<file path="src/rtl/rtcf_pkg.sv">
// Constants shared by the event flag and reset command logic
package rtcf_pkg;

   // ==========================================================
   // Widths and register file extent
   localparam int ADDR_W    = 7;
   localparam int DATA_W    = 8;
   localparam int REG_COUNT = 46;   // Bytes 00h up to 2Dh

   // ==========================================================
   // Register addresses
   localparam logic [6:0] ADDR_HUNDREDTHS = 7'h00;
   localparam logic [6:0] ADDR_SECONDS    = 7'h01;
   localparam logic [6:0] ADDR_MINUTES    = 7'h02;
   localparam logic [6:0] ADDR_DAYS       = 7'h04;
   localparam logic [6:0] ADDR_WEEKDAYS   = 7'h05;
   localparam logic [6:0] ADDR_MONTHS     = 7'h06;
   localparam logic [6:0] ADDR_ALARM_LO   = 7'h08;
   localparam logic [6:0] ADDR_ALARM_HI   = 7'h0F;
   localparam logic [6:0] ADDR_CAPTURE_LO = 7'h11;
   localparam logic [6:0] ADDR_CAPTURE_HI = 7'h22;
   localparam logic [6:0] ADDR_OSC_CTRL   = 7'h25;
   localparam logic [6:0] ADDR_BATT_CTRL  = 7'h26;
   localparam logic [6:0] ADDR_PIN_IO     = 7'h27;
   localparam logic [6:0] ADDR_FUNCTION   = 7'h28;
   localparam logic [6:0] ADDR_EVENT_FLAG = 7'h2B;   // event_flag_status
   localparam logic [6:0] ADDR_RESET_CMD  = 7'h2F;   // reset_command

   // ==========================================================
   // Reset values
   localparam logic [7:0] RST_SECONDS  = 8'h80;
   localparam logic [7:0] RST_DAYS     = 8'h01;
   localparam logic [7:0] RST_WEEKDAYS = 8'h06;      // Saturday
   localparam logic [7:0] RST_MONTHS   = 8'h01;
   localparam logic [7:0] RST_DEFAULT  = 8'h00;
   localparam logic [7:0] RST_FLAGS    = 8'h00;

   // ==========================================================
   // Flag bit positions in event_flag_status
   localparam int BIT_PERIODIC_TICK  = 7;
   localparam int BIT_SECOND_ALARM   = 6;
   localparam int BIT_FIRST_ALARM    = 5;
   localparam int BIT_WATCHDOG       = 4;
   localparam int BIT_SUPPLY_SWITCH  = 3;
   localparam int BIT_CAPTURE_3      = 2;
   localparam int BIT_CAPTURE_2      = 1;
   localparam int BIT_CAPTURE_1      = 0;
   localparam int BIT_EVENT_MONITOR  = 7;            // In the minutes byte

   // ==========================================================
   // Reset command codes
   localparam logic [7:0] CMD_SOFT_RESET      = 8'h2C;
   localparam logic [7:0] CMD_PRESCALER_CLEAR = 8'hA4;
   localparam logic [7:0] CMD_CAPTURE_CLEAR   = 8'h25;
   localparam logic [7:0] CMD_BOTH_CLEAR      = 8'hA5;

endpackage : rtcf_pkg

</file>
<file path="src/rtl/rtcf_cmd_decode.sv">
// Decoder for the write-only reset command byte
`timescale 1ns/1ps
`default_nettype none

module rtcf_cmd_decode
   import rtcf_pkg::*;
(
   input  wire logic        strobe_in,
   input  wire logic [7:0]  code_in,
   output logic             soft_reset_out,
   output logic             prescaler_clear_out,
   output logic             capture_clear_out
);

   // ==========================================================
   // Code decode
   // Exact codes only, anything else gives no action
   always_comb
   begin
      soft_reset_out      = 1'b0;
      prescaler_clear_out = 1'b0;
      capture_clear_out   = 1'b0;
      if (strobe_in)
      begin
         case (code_in)
            CMD_SOFT_RESET:
            begin
               soft_reset_out      = 1'b1;
               prescaler_clear_out = 1'b1;
               capture_clear_out   = 1'b1;
            end
            CMD_PRESCALER_CLEAR:
               prescaler_clear_out = 1'b1;
            CMD_CAPTURE_CLEAR:
               capture_clear_out   = 1'b1;
            CMD_BOTH_CLEAR:
            begin
               prescaler_clear_out = 1'b1;
               capture_clear_out   = 1'b1;
            end
            default:
            begin
               soft_reset_out      = 1'b0;
               prescaler_clear_out = 1'b0;
               capture_clear_out   = 1'b0;
            end
         endcase
      end
   end

endmodule : rtcf_cmd_decode

`default_nettype wire

</file>
<file path="src/rtl/rtcf_event_flags.sv">
// Event flag register, reset command handling and reset-valued register bank
`timescale 1ns/1ps
`default_nettype none

module rtcf_event_flags
   import rtcf_pkg::*;
(
   input  wire logic                 clk_in,
   input  wire logic                 reset_in,
   input  wire logic                 wr_en_in,
   input  wire logic                 rd_en_in,
   input  wire logic [ADDR_W-1:0]    addr_in,
   input  wire logic [DATA_W-1:0]    wr_data_in,
   input  wire logic [7:0]           event_set_in,
   output logic      [DATA_W-1:0]    rd_data_out,
   output logic      [7:0]           flags_out,
   output logic                      event_monitor_out,
   output logic                      soft_reset_out,
   output logic                      prescaler_clear_out,
   output logic                      capture_clear_out,
   output logic      [7:0]           function_ctrl_out,
   output logic      [7:0]           pin_io_out,
   output logic      [7:0]           osc_ctrl_out,
   output logic      [7:0]           battery_switch_out
);

   // ==========================================================
   // State
   typedef struct packed {
      logic [REG_COUNT-1:0][7:0] regs;
      logic [DATA_W-1:0]         rd_data;
      logic                      soft_reset;
      logic                      prescaler_clear;
      logic                      capture_clear;
   } rtcf_state_t;

   rtcf_state_t st;
   rtcf_state_t next_st;

   logic        cmd_strobe;
   logic        dec_soft_reset;
   logic        dec_prescaler_clear;
   logic        dec_capture_clear;
   logic        any_reset;
   logic [7:0]  flag_now;

   // ==========================================================
   // Helpers
   // Reset value of a byte in the bank
   function automatic logic [7:0] reset_value(input logic [ADDR_W-1:0] a);
      case (a)
         ADDR_SECONDS:    reset_value = RST_SECONDS;
         ADDR_DAYS:       reset_value = RST_DAYS;
         ADDR_WEEKDAYS:   reset_value = RST_WEEKDAYS;
         ADDR_MONTHS:     reset_value = RST_MONTHS;
         ADDR_EVENT_FLAG: reset_value = RST_FLAGS;
         default:         reset_value = RST_DEFAULT;
      endcase
   endfunction : reset_value

   // Address lies in the alarm setting range
   function automatic logic is_alarm(input logic [ADDR_W-1:0] a);
      is_alarm = (a >= ADDR_ALARM_LO) && (a <= ADDR_ALARM_HI);
   endfunction : is_alarm

   // Address lies in the capture register range
   function automatic logic is_capture(input logic [ADDR_W-1:0] a);
      is_capture = (a >= ADDR_CAPTURE_LO) && (a <= ADDR_CAPTURE_HI);
   endfunction : is_capture

   // ==========================================================
   // Command decode
   assign cmd_strobe = wr_en_in && (addr_in == ADDR_RESET_CMD);

   rtcf_cmd_decode u_cmd_decode (
      .strobe_in           (cmd_strobe),
      .code_in             (wr_data_in),
      .soft_reset_out      (dec_soft_reset),
      .prescaler_clear_out (dec_prescaler_clear),
      .capture_clear_out   (dec_capture_clear)
   );

   // Power-on and soft reset take the same path
   assign any_reset = reset_in || dec_soft_reset;
   assign flag_now  = st.regs[ADDR_EVENT_FLAG];

   // ==========================================================
   // Next state
   always_comb
   begin
      next_st = st;
      next_st.rd_data = st.rd_data;
      // Ordinary byte writes, flag byte handled apart
      if (wr_en_in && (addr_in < ADDR_W'(REG_COUNT)) && (addr_in != ADDR_EVENT_FLAG))
         next_st.regs[addr_in] = wr_data_in;
      // Flag byte: AND on write, then events OR in
      if (wr_en_in && (addr_in == ADDR_EVENT_FLAG))
         next_st.regs[ADDR_EVENT_FLAG] = flag_now & wr_data_in;
      next_st.regs[ADDR_EVENT_FLAG] = next_st.regs[ADDR_EVENT_FLAG]
                                    | event_set_in;
      // Capture bytes zeroed by the clear action
      if (dec_capture_clear)
      begin
         for (int i = 0; i < REG_COUNT; i++)
         begin
            if (is_capture(ADDR_W'(i)))
               next_st.regs[i] = RST_DEFAULT;
         end
      end
      // Full reset, alarm bytes kept
      if (any_reset)
      begin
         for (int i = 0; i < REG_COUNT; i++)
         begin
            if (!is_alarm(ADDR_W'(i)))
               next_st.regs[i] = reset_value(ADDR_W'(i));
         end
      end
      // Read data, minutes MSB carries the event monitor
      if (reset_in)
         next_st.rd_data = RST_DEFAULT;
      else if (rd_en_in)
      begin
         if (addr_in == ADDR_MINUTES)
            next_st.rd_data = {|flag_now, st.regs[ADDR_MINUTES][6:0]};
         else if (addr_in < ADDR_W'(REG_COUNT))
            next_st.rd_data = st.regs[addr_in];
         else
            next_st.rd_data = RST_DEFAULT;
      end
      // Action pulses, one cycle each
      next_st.soft_reset      = dec_soft_reset && !reset_in;
      next_st.prescaler_clear = dec_prescaler_clear && !reset_in;
      next_st.capture_clear   = dec_capture_clear && !reset_in;
      // Power-on reset also issues both clear actions
      if (reset_in)
      begin
         next_st.prescaler_clear = 1'b1;
         next_st.capture_clear   = 1'b1;
      end
   end

   // ==========================================================
   // State register
   always_ff @(posedge clk_in)
   begin
      st <= next_st;
   end

   // ==========================================================
   // Outputs
   assign rd_data_out         = st.rd_data;
   assign flags_out           = st.regs[ADDR_EVENT_FLAG];
   assign event_monitor_out   = |st.regs[ADDR_EVENT_FLAG];
   assign soft_reset_out      = st.soft_reset;
   assign prescaler_clear_out = st.prescaler_clear;
   assign capture_clear_out   = st.capture_clear;
   assign function_ctrl_out   = st.regs[ADDR_FUNCTION];
   assign pin_io_out          = st.regs[ADDR_PIN_IO];
   assign osc_ctrl_out        = st.regs[ADDR_OSC_CTRL];
   assign battery_switch_out  = st.regs[ADDR_BATT_CTRL];

   logic cmd_wr;
   logic flag_wr;
   assign cmd_wr  = wr_en_in && (addr_in == ADDR_RESET_CMD);
   assign flag_wr = wr_en_in && (addr_in == ADDR_EVENT_FLAG);

   // Soft reset write, which is allowed to wipe a coinciding event
   logic soft_cmd;
   assign soft_cmd = cmd_wr && (wr_data_in == CMD_SOFT_RESET);
endmodule : rtcf_event_flags

`default_nettype wire

</file>
<file path="config.mk">
export PLATFORM = sky130hd
export DESIGN_NAME = rtcf_event_flags
export DESIGN_NICKNAME = d
export VERILOG_FILES = /design/src/rtl/rtcf_pkg.sv /design/src/rtl/rtcf_cmd_decode.sv /design/src/rtl/rtcf_event_flags.sv
export SDC_FILE = /design/constraint.sdc
export NUM_CORES = 1
export LEC_CHECK = 0
export BUFFER_PORTS_ARGS = -buffer_cell sky130_fd_sc_hd__buf_2
export CAP_MARGIN = 15
export CORE_MARGIN = 3
export CORE_UTILIZATION = 60
export CTS_CLUSTER_DIAMETER = 120
export DETAILED_ROUTE_END_ITERATION = 16
export HOLD_SLACK_MARGIN = 0.06
export PLACE_DENSITY_LB_ADDON = 0.12
export SLEW_MARGIN = 0
export SYNTH_ARGS = -nofsm -noshare
export SYNTH_HDL_FRONTEND = slang
export SYNTH_SLANG_ARGS = --single-unit
</file>
<file path="constraint.sdc">
create_clock -name clk_in -period 4.2 [get_ports clk_in]
set_input_delay 0.63 -clock clk_in [delete_from_list [all_inputs] [get_ports clk_in]]
set_output_delay 0.63 -clock clk_in [all_outputs]
set_load 0.02 [all_outputs]
</file>
==> results.txt, run 1 <==
- Pin placement for this block handled 79 I/O pins.
- Remaining design rule violation count: 0
- Counting flops and latches in the post-synthesis netlist gives 379.
* Cell count after synthesis: 1,952
- The number of global-route vias before repair was 14,200.
- The most common cell in the synthesized netlist is nand2_1.
- Number of standard-cell rows in the floorplan: 61
- The worst setup path is of the input pin to flop kind.
* H-tree levels: 2
- Of the total synthesized cell area, the portion taken by XOR and XNOR cells is 0%.
* Final critical path time including I/O delays and setup: 3250 ps
- Entering global routing, the biggest net connects 59 pins.
- Clock tree buffer depth: 3
* Power per cell area: 420 mW/mm^2
* Crit-path max cell delay: 640 ps
* Compound-Gate Fraction of Synth Area: 15.3%
- Total of buffers placed on input and output ports: 78
- Number of gates resized after CTS: 0
* Area share of the leading cell type in the synthesized netlist: 36.6%
- For the pin with the worst max-slew slack, the measured transition is 997 ps.
- Maximum clock skew at final layout: 15.9 ps
* Leakage power total: 0.00641 uW
* Number of buffers added to fix hold violations after cts: 0
* Max-Slew Margin vs Limit: 33.4%
- Placeable core region: 0.0280 mm^2
- Max-capacitance violation count: 0
* Number of enable-type register cells in the synthesized netlist: 64
* Crit-path most repeated cell: buf_4
* Main area contributors after synthesis: dfxtp_1 37%, edfxtp_1 11%, a21oi_1 9.0%, nand3_1 8.4%, nand2_1 7.8%
- Worst IR Drop VDD: 0.335 mV
- The number of nets handed over by synthesis was 1,979.
* Root Driver: clkbuf_16
- The run finished with clean final reports.
- Among all flip-flop cells after synthesis, the most frequent one is dfxtp_1.
- The die is 175 um wide.
- Sum of negative setup slack: 0 ps
- DR iter-0 viols: 2,089
* Total length of routed wires: 54.1 mm
- Hold slack: 319 ps
- The wire-length estimate of the detail-placed layout is 34.0 mm.
- After synthesis, the netlist uses 58 different library cells.
- Synth async-reset ratio: 0%
* Per-instance average area after synthesis: 8.83 um^2
- The share of the Yosys chip area taken by registers is 47.7%.
- Routability-driven placement finished with a final weighted congestion of 0.938.
- Slew Limit Fails: 0
- Cell taking the most area after synthesis: dfxtp_1
- Of the total synthesized cell area, the portion taken by AND, OR, NAND and NOR gates is 19.5%.
- Post-detailed-route wirelength per cell: 23.5 um
* Aggregate global routing overflow: 0
- The floorplan step set the die height to 175 um.
- Fraction of the mapped netlist area in adder cells: 0%
- Count of final hold-check violations: 0
- Fraction of synthesized area in multiplexers: 10.0%
* Clock tree from TritonCTS: yes
- Detailed-route via count: 15,100
- Slowest cell on crit path: buf_4
- Required time at the endpoint of the critical path: 4610 ps
- Number of setup violations in the final report: 0
* Top post-synthesis cells by count: 357 x nand2_1, 315 x dfxtp_1, 310 x a21oi_1
- Cells along the critical path: buf_4, buf_4, nor2_1, a22o_1, a221oi_1, o221ai_1, o31ai_1, a211oi_1
- Antenna violations before repair: 0
- Once routing completed, OpenROAD measured the worst setup slack at 945 ps.
- Summing every instance area after synthesis gives 0.0172 mm^2.
* Number of nets in the finished design: 1,924
- Combinational family with the most area after synthesis: simple AND/OR/NAND/NOR gates
* Number of buffers created by CTS: 40
* Die footprint: 0.0308 mm^2
* Detailed-route vias per instance: 6.54
- Filler Cell Count: 2,314
* Initial core utilization: 61.5%
* Path category of the worst min-delay check: input pin to flop
- Clock-pin slew was measured on the worst setup and hold paths at 60 ps.
* Antenna cell count: 0
* DP Worst Slack: 496 ps
- Worst-Skew Late Latency: 540 ps
- Static timing analysis puts the maximum clock frequency at 307 MHz.
* Number of detailed-routing iterations run before antenna repair: 6
- Fraction of layout instances using a drive strength above 1: 14.7%
- Number of nets still failing antenna checks after routing: 0
- Setup repair after global routing left no endpoint under its margin.
- Data on the critical path arrives at its endpoint at 3670 ps.
* Total global-route track usage: 34.5%
- For this run, the number of Yosys warnings is 0.
- The worst setup path is captured at a flop.
* Post-route fraction of the period consumed by the critical path: 77.5%
- Largest fanout on the critical path: 47
- Number of clock sinks seen by CTS: 379
* P&R area growth vs syn: 8.85%
- Final total power: 7880 uW
- Startpoint types: input pin
* Count of buffers added by post-CTS timing repair for setup: 0
- First-pass GRT wire length: 83.1 mm
==> flip-flops by register name (all words and copies together) (netlist names) <==
register	flops
flags_out	8
st	328
capture_clear_out	1
rd_data_out	8
osc_ctrl_out	8
prescaler_clear_out	1
battery_switch_out	8
function_ctrl_out	8
soft_reset_out	1
pin_io_out	8
==> cells by family (layout without fill, tap and decap cells) <==
logic type,count (synthesis),in the layout
compound gates,451,451
simple gates,750,750
mux,121,121
flops,379,379
buf+inv,251,225
==> worst max-delay path, delay by kind of cell <==
family / cells / cell delay, ps
compound gates: 5 / 1540
buf+inv: 2 / 1010
simple gates: 1 / 410
==> report_power, final <==
group / leakage, uW / internal, uW / switching (uW)
logic: 0.00263 / 130 / 382
clock network: 0.000667 / 2170 / 1470
registers: 0.00312 / 3710 / 14.6
==> layout make-up <==
cell class	instances	area (um^2)	area share, %
flip-flops and latches	379	8230	43.9
inverters	15	56.3	0.300
clock inverters	18	199	1.06
well taps	378	473	2.52
clock buffers	53	1150	6.14
repair buffers	139	918	4.90
multi-input cells	1322	7730	41.2
==> through the flow <==
| step | cell area (um^2) | instances | utilization (%) |
|---|---|---|---|
| floorplan | 17200 | 1952 | - |
| global placement | 17400 | 2233 | 62.1 |
| detailed placement | 17400 | 2233 | 62.1 |
| CTS | 18800 | 2304 | 67.0 |
| global route | 18800 | 2304 | 67.0 |
| finish | 18800 | 2304 | 67.0 |
==> worst paths after layout <==
check             cells past startpoint                 start  slack (ps)              to
setup / recovery                      8            addr_in[1]         950  rd_data_out[7]
hold / removal                        3       event_set_in[0]         320    flags_out[0]
setup reg to reg                      6  function_ctrl_out[1]        2260  rd_data_out[1]
hold reg to reg                       2               st[284]         450         st[284]
==> routing by layer <==
metal,global-route usage (%),wire length [um],vias to the layer above
li1,-,-,6775
met1,47.6,21700,7234
met2,52.8,24000,900
met3,7.67,5900,170
met4,14.4,2550,0
met5,0,0,-
==> cells in the final DEF, fill, tap and decap left out, types with 3 or more instances in the layout <==
cell and n:
clkbuf_16 41, mux4_2 39, clkbuf_8 8, o2bb2ai_1 3, edfxtp_1 64, a211oi_1 5, a21oi_1 310, a22o_1 8
o21ai_0 26, nand2_1 356, a22oi_1 15, o22ai_1 23, mux2i_1 62, inv_1 14, buf_12 5, clkinv_1 3
nor2_1 48, nand3_1 290, and2_2 6, and3_1 8, o221ai_1 7, clkbuf_1 4, bufinv_16 4, dfxtp_1 315
o211a_1 4, mux2_2 20, and2_1 7, nor2b_1 5, a221oi_1 34, buf_2 75, nand2b_1 5, clkinv_2 7
buf_4 59
Power figures use the tool's default switching activity.
==> inputs of run 2 (changes only) <==
- clock period: 4.2 -> 3 ns (I/O delays scaled with it)
==> run 2 against run 1 <==
Against the previous run:
- total power is 37% higher
- die area stayed put
- register-to-register slack worse by 1100 ps
- clock power is 33% higher
- sequential share of layout area is 0.13 points lower
- hold slack worse by 170 ps
- critical path depth stayed put
- count of clock-buffer cells in the layout is 5 higher
- cell count stayed put
- critical path type unchanged
- sequential cell count stayed put
- largest power group unchanged
- critical endpoint is now rd_data_out[5]
- global-route usage is 0.29 points higher
- largest cell class unchanged
- combinational power is 45% higher
==> results.txt, run 2 (synthesis results as in run 1) <==
- The final-report max-slew violation count was 0 (unchanged).
- The proportion of total power due to net switching was 23.8% (+0.050 points).
* Number of top-level pins: 79 (unchanged)
- Root Driver: clkbuf_16
- The final critical path takes up 78.1% of the cycle.
- First element of the critical path: addr_in[2]
- Total of buffers placed on input and output ports: 78 (unchanged)
* Count of buffers added by post-CTS timing repair for setup: 0 (unchanged)
* Setup repair after global routing missed its margin: no
- The max-slew headroom at the worst pin is 41.8% (+8.4 points).
* Number of gates resized after CTS: 0 (unchanged)
- Outcome: finished clean
- The power per cell area came to 573 mW/mm^2 (+37%).
* Startpoint types: input pin
- Power share of the clock group: 44.8% (-1.4 points)
* Most common cell after layout, fill and taps aside: nand2_1
- The overall die area is 0.0308 mm^2 (unchanged).
* Actual transition at the worst max-transition pin: 871 ps (-126 ps)
- Required time at the endpoint of the critical path: 3400 ps (-1210 ps)
* Number of clock sinks seen by CTS: 379 (unchanged)
- Antenna violations before repair: 0 (unchanged)
- Post-detailed-route wirelength per cell: 23.7 um (+0.85%)
- Combinational share of power: 6.9% (+0.4 points)
* H-tree levels: 2 (unchanged)
* Internal power: 8230 uW (+37%)
- The startpoint identified for the worst hold timing path is event_set_in[2].
- Net Switching: 2560 uW (+37%)
* Number of buffers created by CTS: 40 (unchanged)
* Final setup margin: 658 ps (-287 ps)
- Worst IR Drop VDD: 0.396 mV (+18%)
* Proportion of power drawn by flip-flops and latches: 48.3% (+1.0 points)
- First-pass GRT wire length: 84.3 mm (+1.4%)
- Detailed-route via count: 15,200 (+0.60%)
- Fraction of layout instances using a drive strength above 1: 14.4% (-0.36 points)
- Die width: 175 um (unchanged)
- The length of the first detailed-routing pass in iterations is 6 (unchanged).
- Leaving out fill and tap cells, the most frequent cells in the layout are 356 x nand2_1, 315 x dfxtp_1, 310 x a21oi_1, 290 x nand3_1, 75 x buf_2.
- The core box area came to 0.0280 mm^2 (unchanged).
- The placed instance area was 0.0176 mm^2 (+0.89%).
- P&R area growth vs syn: 9.18%
- The placer congestion estimate was 0.904 (-3.6%).
- The number of diodes added for antenna fixing came to 0 (unchanged).
- The worst setup path is captured at a flop.
* Max-capacitance violation count: 0 (unchanged)
- The number of flip-flops in the largest register was 328 (unchanged).
- Post-route cell area: 0.0188 mm^2 (+0.30%)
* Number of nets in the finished design: 1,928 (+0.21%)
* Via count of the first global-routing pass: 14,000 (-1.6%)
- Data arrival at the endpoint of the critical path: 2740 ps (-930 ps)
- The maximum number of pins on one net before global-route repair was 97 (+64%).
* DR iter-0 viols: 2,256 (+8.0%)
* Sum of negative setup slack: 0 ps (unchanged)
- Post-Layout Cell Count: 2,304 (unchanged)
- Based on the critical path, the design can be clocked at up to 427 MHz.
* Total global-route track usage: 34.8% (+0.29 points)
- The post-placement worst setup slack is 246 ps (-250 ps).
* Detailed-route vias per instance: 6.58 (+0.60%)
- Number of nets still failing antenna checks after routing: 0 (unchanged)
* Number of standard-cell rows in the floorplan: 61 (unchanged)
- Height of the chip: 175 um (unchanged)
- The remaining routing DRC violations was 0 (unchanged).
- Number of buffers added to fix hold violations after cts: 0 (unchanged)
* Aggregate global routing overflow: 0 (unchanged)
- In this run the worst hold path is classified as input pin to flop.
* Total length of routed wires: 54.5 mm (+0.85%)
- The cell total after placement came to 2,237 (+0.18%).
- Clock transition at the registers of the reported paths: 60 ps (about the same)
- Leakage power total: 0.00642 uW (about the same)
- Filler Cell Count: 2,299 (-0.65%)
- The final cell utilization of the core came to 67.2% (+0.20 points).
* Largest fanout on the critical path: 41 (-13%)
* Clock tree from TritonCTS: yes
* Clock tree buffer depth: 3 (unchanged)
- Final critical path time including I/O delays and setup: 2340 ps
- R2r startpoint: st[253]
- Worst-Skew Late Latency: 520 ps (-20 ps)
- Maximum clock skew at final layout: 11.4 ps (-4.51 ps)
- The setup path with the least slack is of type input pin to flop.
* Number of setup violations in the final report: 0 (unchanged)
- The starting density of the core is 61.5% (unchanged).
- Count of final hold-check violations: 0 (unchanged)
- The total half-perimeter wirelength after legalization and detailed placement came to 33.9 mm (-0.47%).
- More flip-flops sit in one register than any other, and that register is st.
-- run 2: per-layer routing --
| metal | vias to the layer above | share of wire, % | GRT usage, % |
|---|---|---|---|
| li1 | 6784 | - | - |
| met1 | 7371 | 41 | 49.7 |
| met2 | 881 | 45 | 53.9 |
| met3 | 134 | 10 | 6.68 |
| met4 | 0 | 3.3 | 11.0 |
| met5 | - | 0 | 0 |
-- run 2: power by group through the flow --
| stage | sequential, uW | clock [uW] | combinational, uW |
|---|---|---|---|
| floorplan | 5320 | 0 | 474 |
| finish | 5210 | 4830 | 744 |
| global placement | 5320 | 0 | 718 |
| detailed placement | 5320 | 0 | 721 |
| global route | 5210 | 5040 | 777 |
| CTS | 5210 | 4840 | 722 |
-- run 2: layout make-up --
class	count	area [um^2]	area share, %
clock inverter	9	91.3	0.485
inverter	15	56.3	0.299
tap	378	473	2.51
clock buffer	58	1160	6.16
timing repair buffer	143	1070	5.71
multi-input combinational	1322	7730	41.1
sequential	379	8230	43.7
-- run 2: worst paths after layout --
check / end / slack, ps / cells past startpoint
worst max-delay path: rd_data_out[5] / 660 / 8
worst min-delay path: flags_out[2] / 150 / 3
worst max register to register: rd_data_out[2] / 1110 / 6
worst min register to register: st[65] / 450 / 2
-- run 2: critical path, cell delays in order --
cell,delay (ps)
buf_4,220
buf_12,270
and2_1,640
a22oi_1,190
o221ai_1,300
o2bb2ai_1,200
a211oi_1,70
a2111oi_0,380
-- run 2: per-stage QoR --
| step | total power (uW) | hold WS (ps) |
|---|---|---|
| 2_1_floorplan | 5790 | 430 |
| 3_3_place_gp | 6040 | 438 |
| 3_5_place_dp | 6040 | 444 |
| 4_1_cts | 10800 | 147 |
| 5_1_grt | 11000 | 152 |
| 6_report | 10800 | 152 |
==> inputs of run 3 (changes only) <==
- clock period: 3 -> 2.35 ns (I/O delays scaled with it)
==> run 3 against run 2 <==
Against the previous run:
- count of clock-buffer cells in the layout is 4 lower
- hold slack got worse by 87 ps
- total power grew 29%
==> results.txt, run 3 (synthesis results as in run 1) <==
- The worst setup path is captured at a flop.
- Number of buffers added to fix hold violations after cts: 5 (+5)
- The required time of the critical path came to 2760 ps (-640 ps).
- Pin count of the biggest net entering global routing: 56 (-42%)
* Total of buffers placed on input and output ports: 78 (unchanged)
- After layout, the worst path uses 87.8% of the clock period.
* Worst-Skew Late Latency: 530 ps (about the same)
- Initial core utilization: 61.5% (unchanged)
- Count of final hold-check violations: 0 (unchanged)
- The largest fanout on the critical path was 23 (-44%).
- Cells along the critical path: buf_4, buf_12, mux2i_1, o22ai_1, a221oi_1, buf_4, o221ai_1, o31ai_1, a211oi_1
- Aggregate global routing overflow: 0 (unchanged)
* First-pass GRT wire length: 85.2 mm (+1.1%)
- Total length of routed wires: 55.3 mm (+1.4%)
- The number of diodes added for antenna fixing is 0 (unchanged).
* Filler Cell Count: 2,224 (-3.3%)
* Number of nets still failing antenna checks after routing: 0 (unchanged)
- Clock tree buffer depth: 3 (unchanged)
* Die footprint: 0.0308 mm^2 (unchanged)
- Root Driver: clkbuf_16
- Most common cell after layout, fill and taps aside: nand2_1
- The number of flip-flops in the largest register was 328 (unchanged).
* Number of detailed-routing iterations run before antenna repair: 6 (unchanged)
- Detailed-route via count: 15,400 (+1.8%)
- The sum of negative setup slack is 0 ps (unchanged).
* Internal power: 10,600 uW (+29%)
* Number of setup violations in the final report: 0 (unchanged)
- TritonCTS built the clock tree.
- Net Switching: 3320 uW (+29%)
- Detailed-route vias per instance: 6.52 (-0.93%)
- Kind of cell with the highest combined delay on the critical path: compound AO/OA/AOI/OAI gates
* Placeable core region: 0.0280 mm^2 (unchanged)
- The number of buffers created by CTS was 40 (unchanged).
* Die width: 175 um (unchanged)
- Compared with the post-synthesis result, the final layout area differs by 13.1%.
- Largest register by flop count: st
- Fmax achieved: 485 MHz
- The worst ir drop on vdd is 0.509 mV (+29%).
- The fraction of power consumed by the clock network came to 44.7% (about the same).
- Total global-route track usage: 35.2% (+0.44 points)
- The remaining routing DRC violations came to 0 (unchanged).
- Leakage power total: 0.00676 uW (+5.4%)
- Slowest cell on crit path: a221oi_1
- The measured slew at the worst slew-check pin was 740 ps (-131 ps).
* Number of top-level pins: 79 (unchanged)
* Count of buffers added by post-CTS timing repair for setup: 0 (unchanged)
- The placement row count was 61 (unchanged).
- Final critical path time including I/O delays and setup: 2060 ps
- Number of gates resized after CTS: 0 (unchanged)
- The worst setup path is launched from an input pin.
- The highest cell delay on the worst timing path is 420 ps (-220 ps).
* Setup repair after global routing missed its margin: no
* Final core utilization: 69.6% (+2.4 points)
* Antenna violations before repair: 0 (unchanged)
* Height of the chip: 175 um (unchanged)
* Data arrival at the endpoint of the critical path: 2480 ps (-260 ps)
- Path category of the worst min-delay check: input pin to flop
- The average wire per cell in the routed design was 23.4 um (-1.3%).
- The number of global-route vias before repair was 14,500 (+3.9%).
- Fraction of layout instances using a drive strength above 1: 16.9% (+2.5 points)
- The total half-perimeter wirelength after legalization and detailed placement was 35.5 mm (+4.9%).
- The number of nets at the end of the flow came to 1,987 (+3.1%).
* Proportion of power drawn by flip-flops and latches: 47.9% (-0.4 points)
- H-tree levels: 2 (unchanged)
- The worst setup skew after layout came to 17.9 ps (+6.51 ps).
- Among the stages of the critical path, the cell type that occurs most often is buf_4.
- The clock slew at the register clock pins of the worst setup and hold paths was 60 ps (about the same).
- Most frequent cells in the layout: 356 x nand2_1, 315 x dfxtp_1, 310 x a21oi_1, 290 x nand3_1, 91 x buf_4
- Max-Slew Margin vs Limit: 50.7% (+8.9 points)
* Switching power share of the total: 23.9% (+0.10 points)
* Max-capacitance violation count: 0 (unchanged)
* Outcome: finished clean
- The violation count after the first detailed-routing iteration was 2,182 (-3.3%).
- The final-report max-slew violation count was 0 (unchanged).
- Critical path class: input pin to flop
- The combinational fraction of design power came to 7.4% (+0.5 points).
- Number of clock sinks seen by CTS: 379 (unchanged)
- The buffer and inverter count on the worst path was 3 (+1).
- The power per cell area is 713 mW/mm^2 (+24%).
- The placer congestion estimate came to 0.951 (+5.1%).
## run 3: through the flow
| stage | std cells | power, uW | instance area [um^2] | setup WS [ps] | hold slack, ps |
|---|---|---|---|---|---|
| after CTS | 2367 | 13900 | 19500 | 382 | 60.3 |
| after detailed placement | 2291 | 7790 | 18200 | -160 | 443 |
| after global placement | 2291 | 7780 | 18200 | -180 | 439 |
| after floorplan | 1952 | 7390 | 17200 | 163 | 425 |
| after global routing | 2367 | 14300 | 19500 | 272 | 63.6 |
| final | 2367 | 13900 | 19500 | 288 | 65.1 |
## run 3: worst paths after layout
kind | slack (ps) | depth (start not counted) | to | start
max | 290 | 9 | rd_data_out[7] | addr_in[2]
min | 70 | 3 | flags_out[4] | event_set_in[4]
max reg2reg | 310 | 7 | rd_data_out[7] | st[250]
min reg2reg | 450 | 2 | st[193] | st[193]
## run 3: cell type report
| class | count | area, um^2 | area share [%] |
|---|---|---|---|
| sequential | 379 | 8230 | 42.2 |
| clock inverter | 17 | 171 | 0.879 |
| timing repair buffer | 202 | 1730 | 8.87 |
| tap | 378 | 473 | 2.43 |
| clock buffer | 54 | 1100 | 5.67 |
| multi-input combinational | 1322 | 7730 | 39.7 |
| inverter | 15 | 56.3 | 0.289 |
## run 3: power groups by stage
stage / Sequential [uW] / Clock (uW) / Combinational (uW)
finish: 6650 / 6210 / 1030
global route: 6650 / 6520 / 1080
CTS: 6650 / 6240 / 1000
detailed placement: 6790 / 0 / 994
global placement: 6790 / 0 / 987
floorplan: 6790 / 0 / 605
## run 3: worst reg2reg max path, delay by kind of cell (launching register included)
family                 cells  cell delay, ps
AOI/OAI and AO/OA          5            1140
DFF                        1             310
muxes                      1             280
buffers and inverters      1             200
## run 3: layer usage
layer / GRT usage [%] / part of all wire (%) / vias to the layer above
met4: 13.4 / 4.0 / 0
li1: - / - / 6925
met2: 55.3 / 46 / 946
met1: 49.4 / 39 / 7417
met3: 5.81 / 11 / 152
met5: 0 / 0 / -
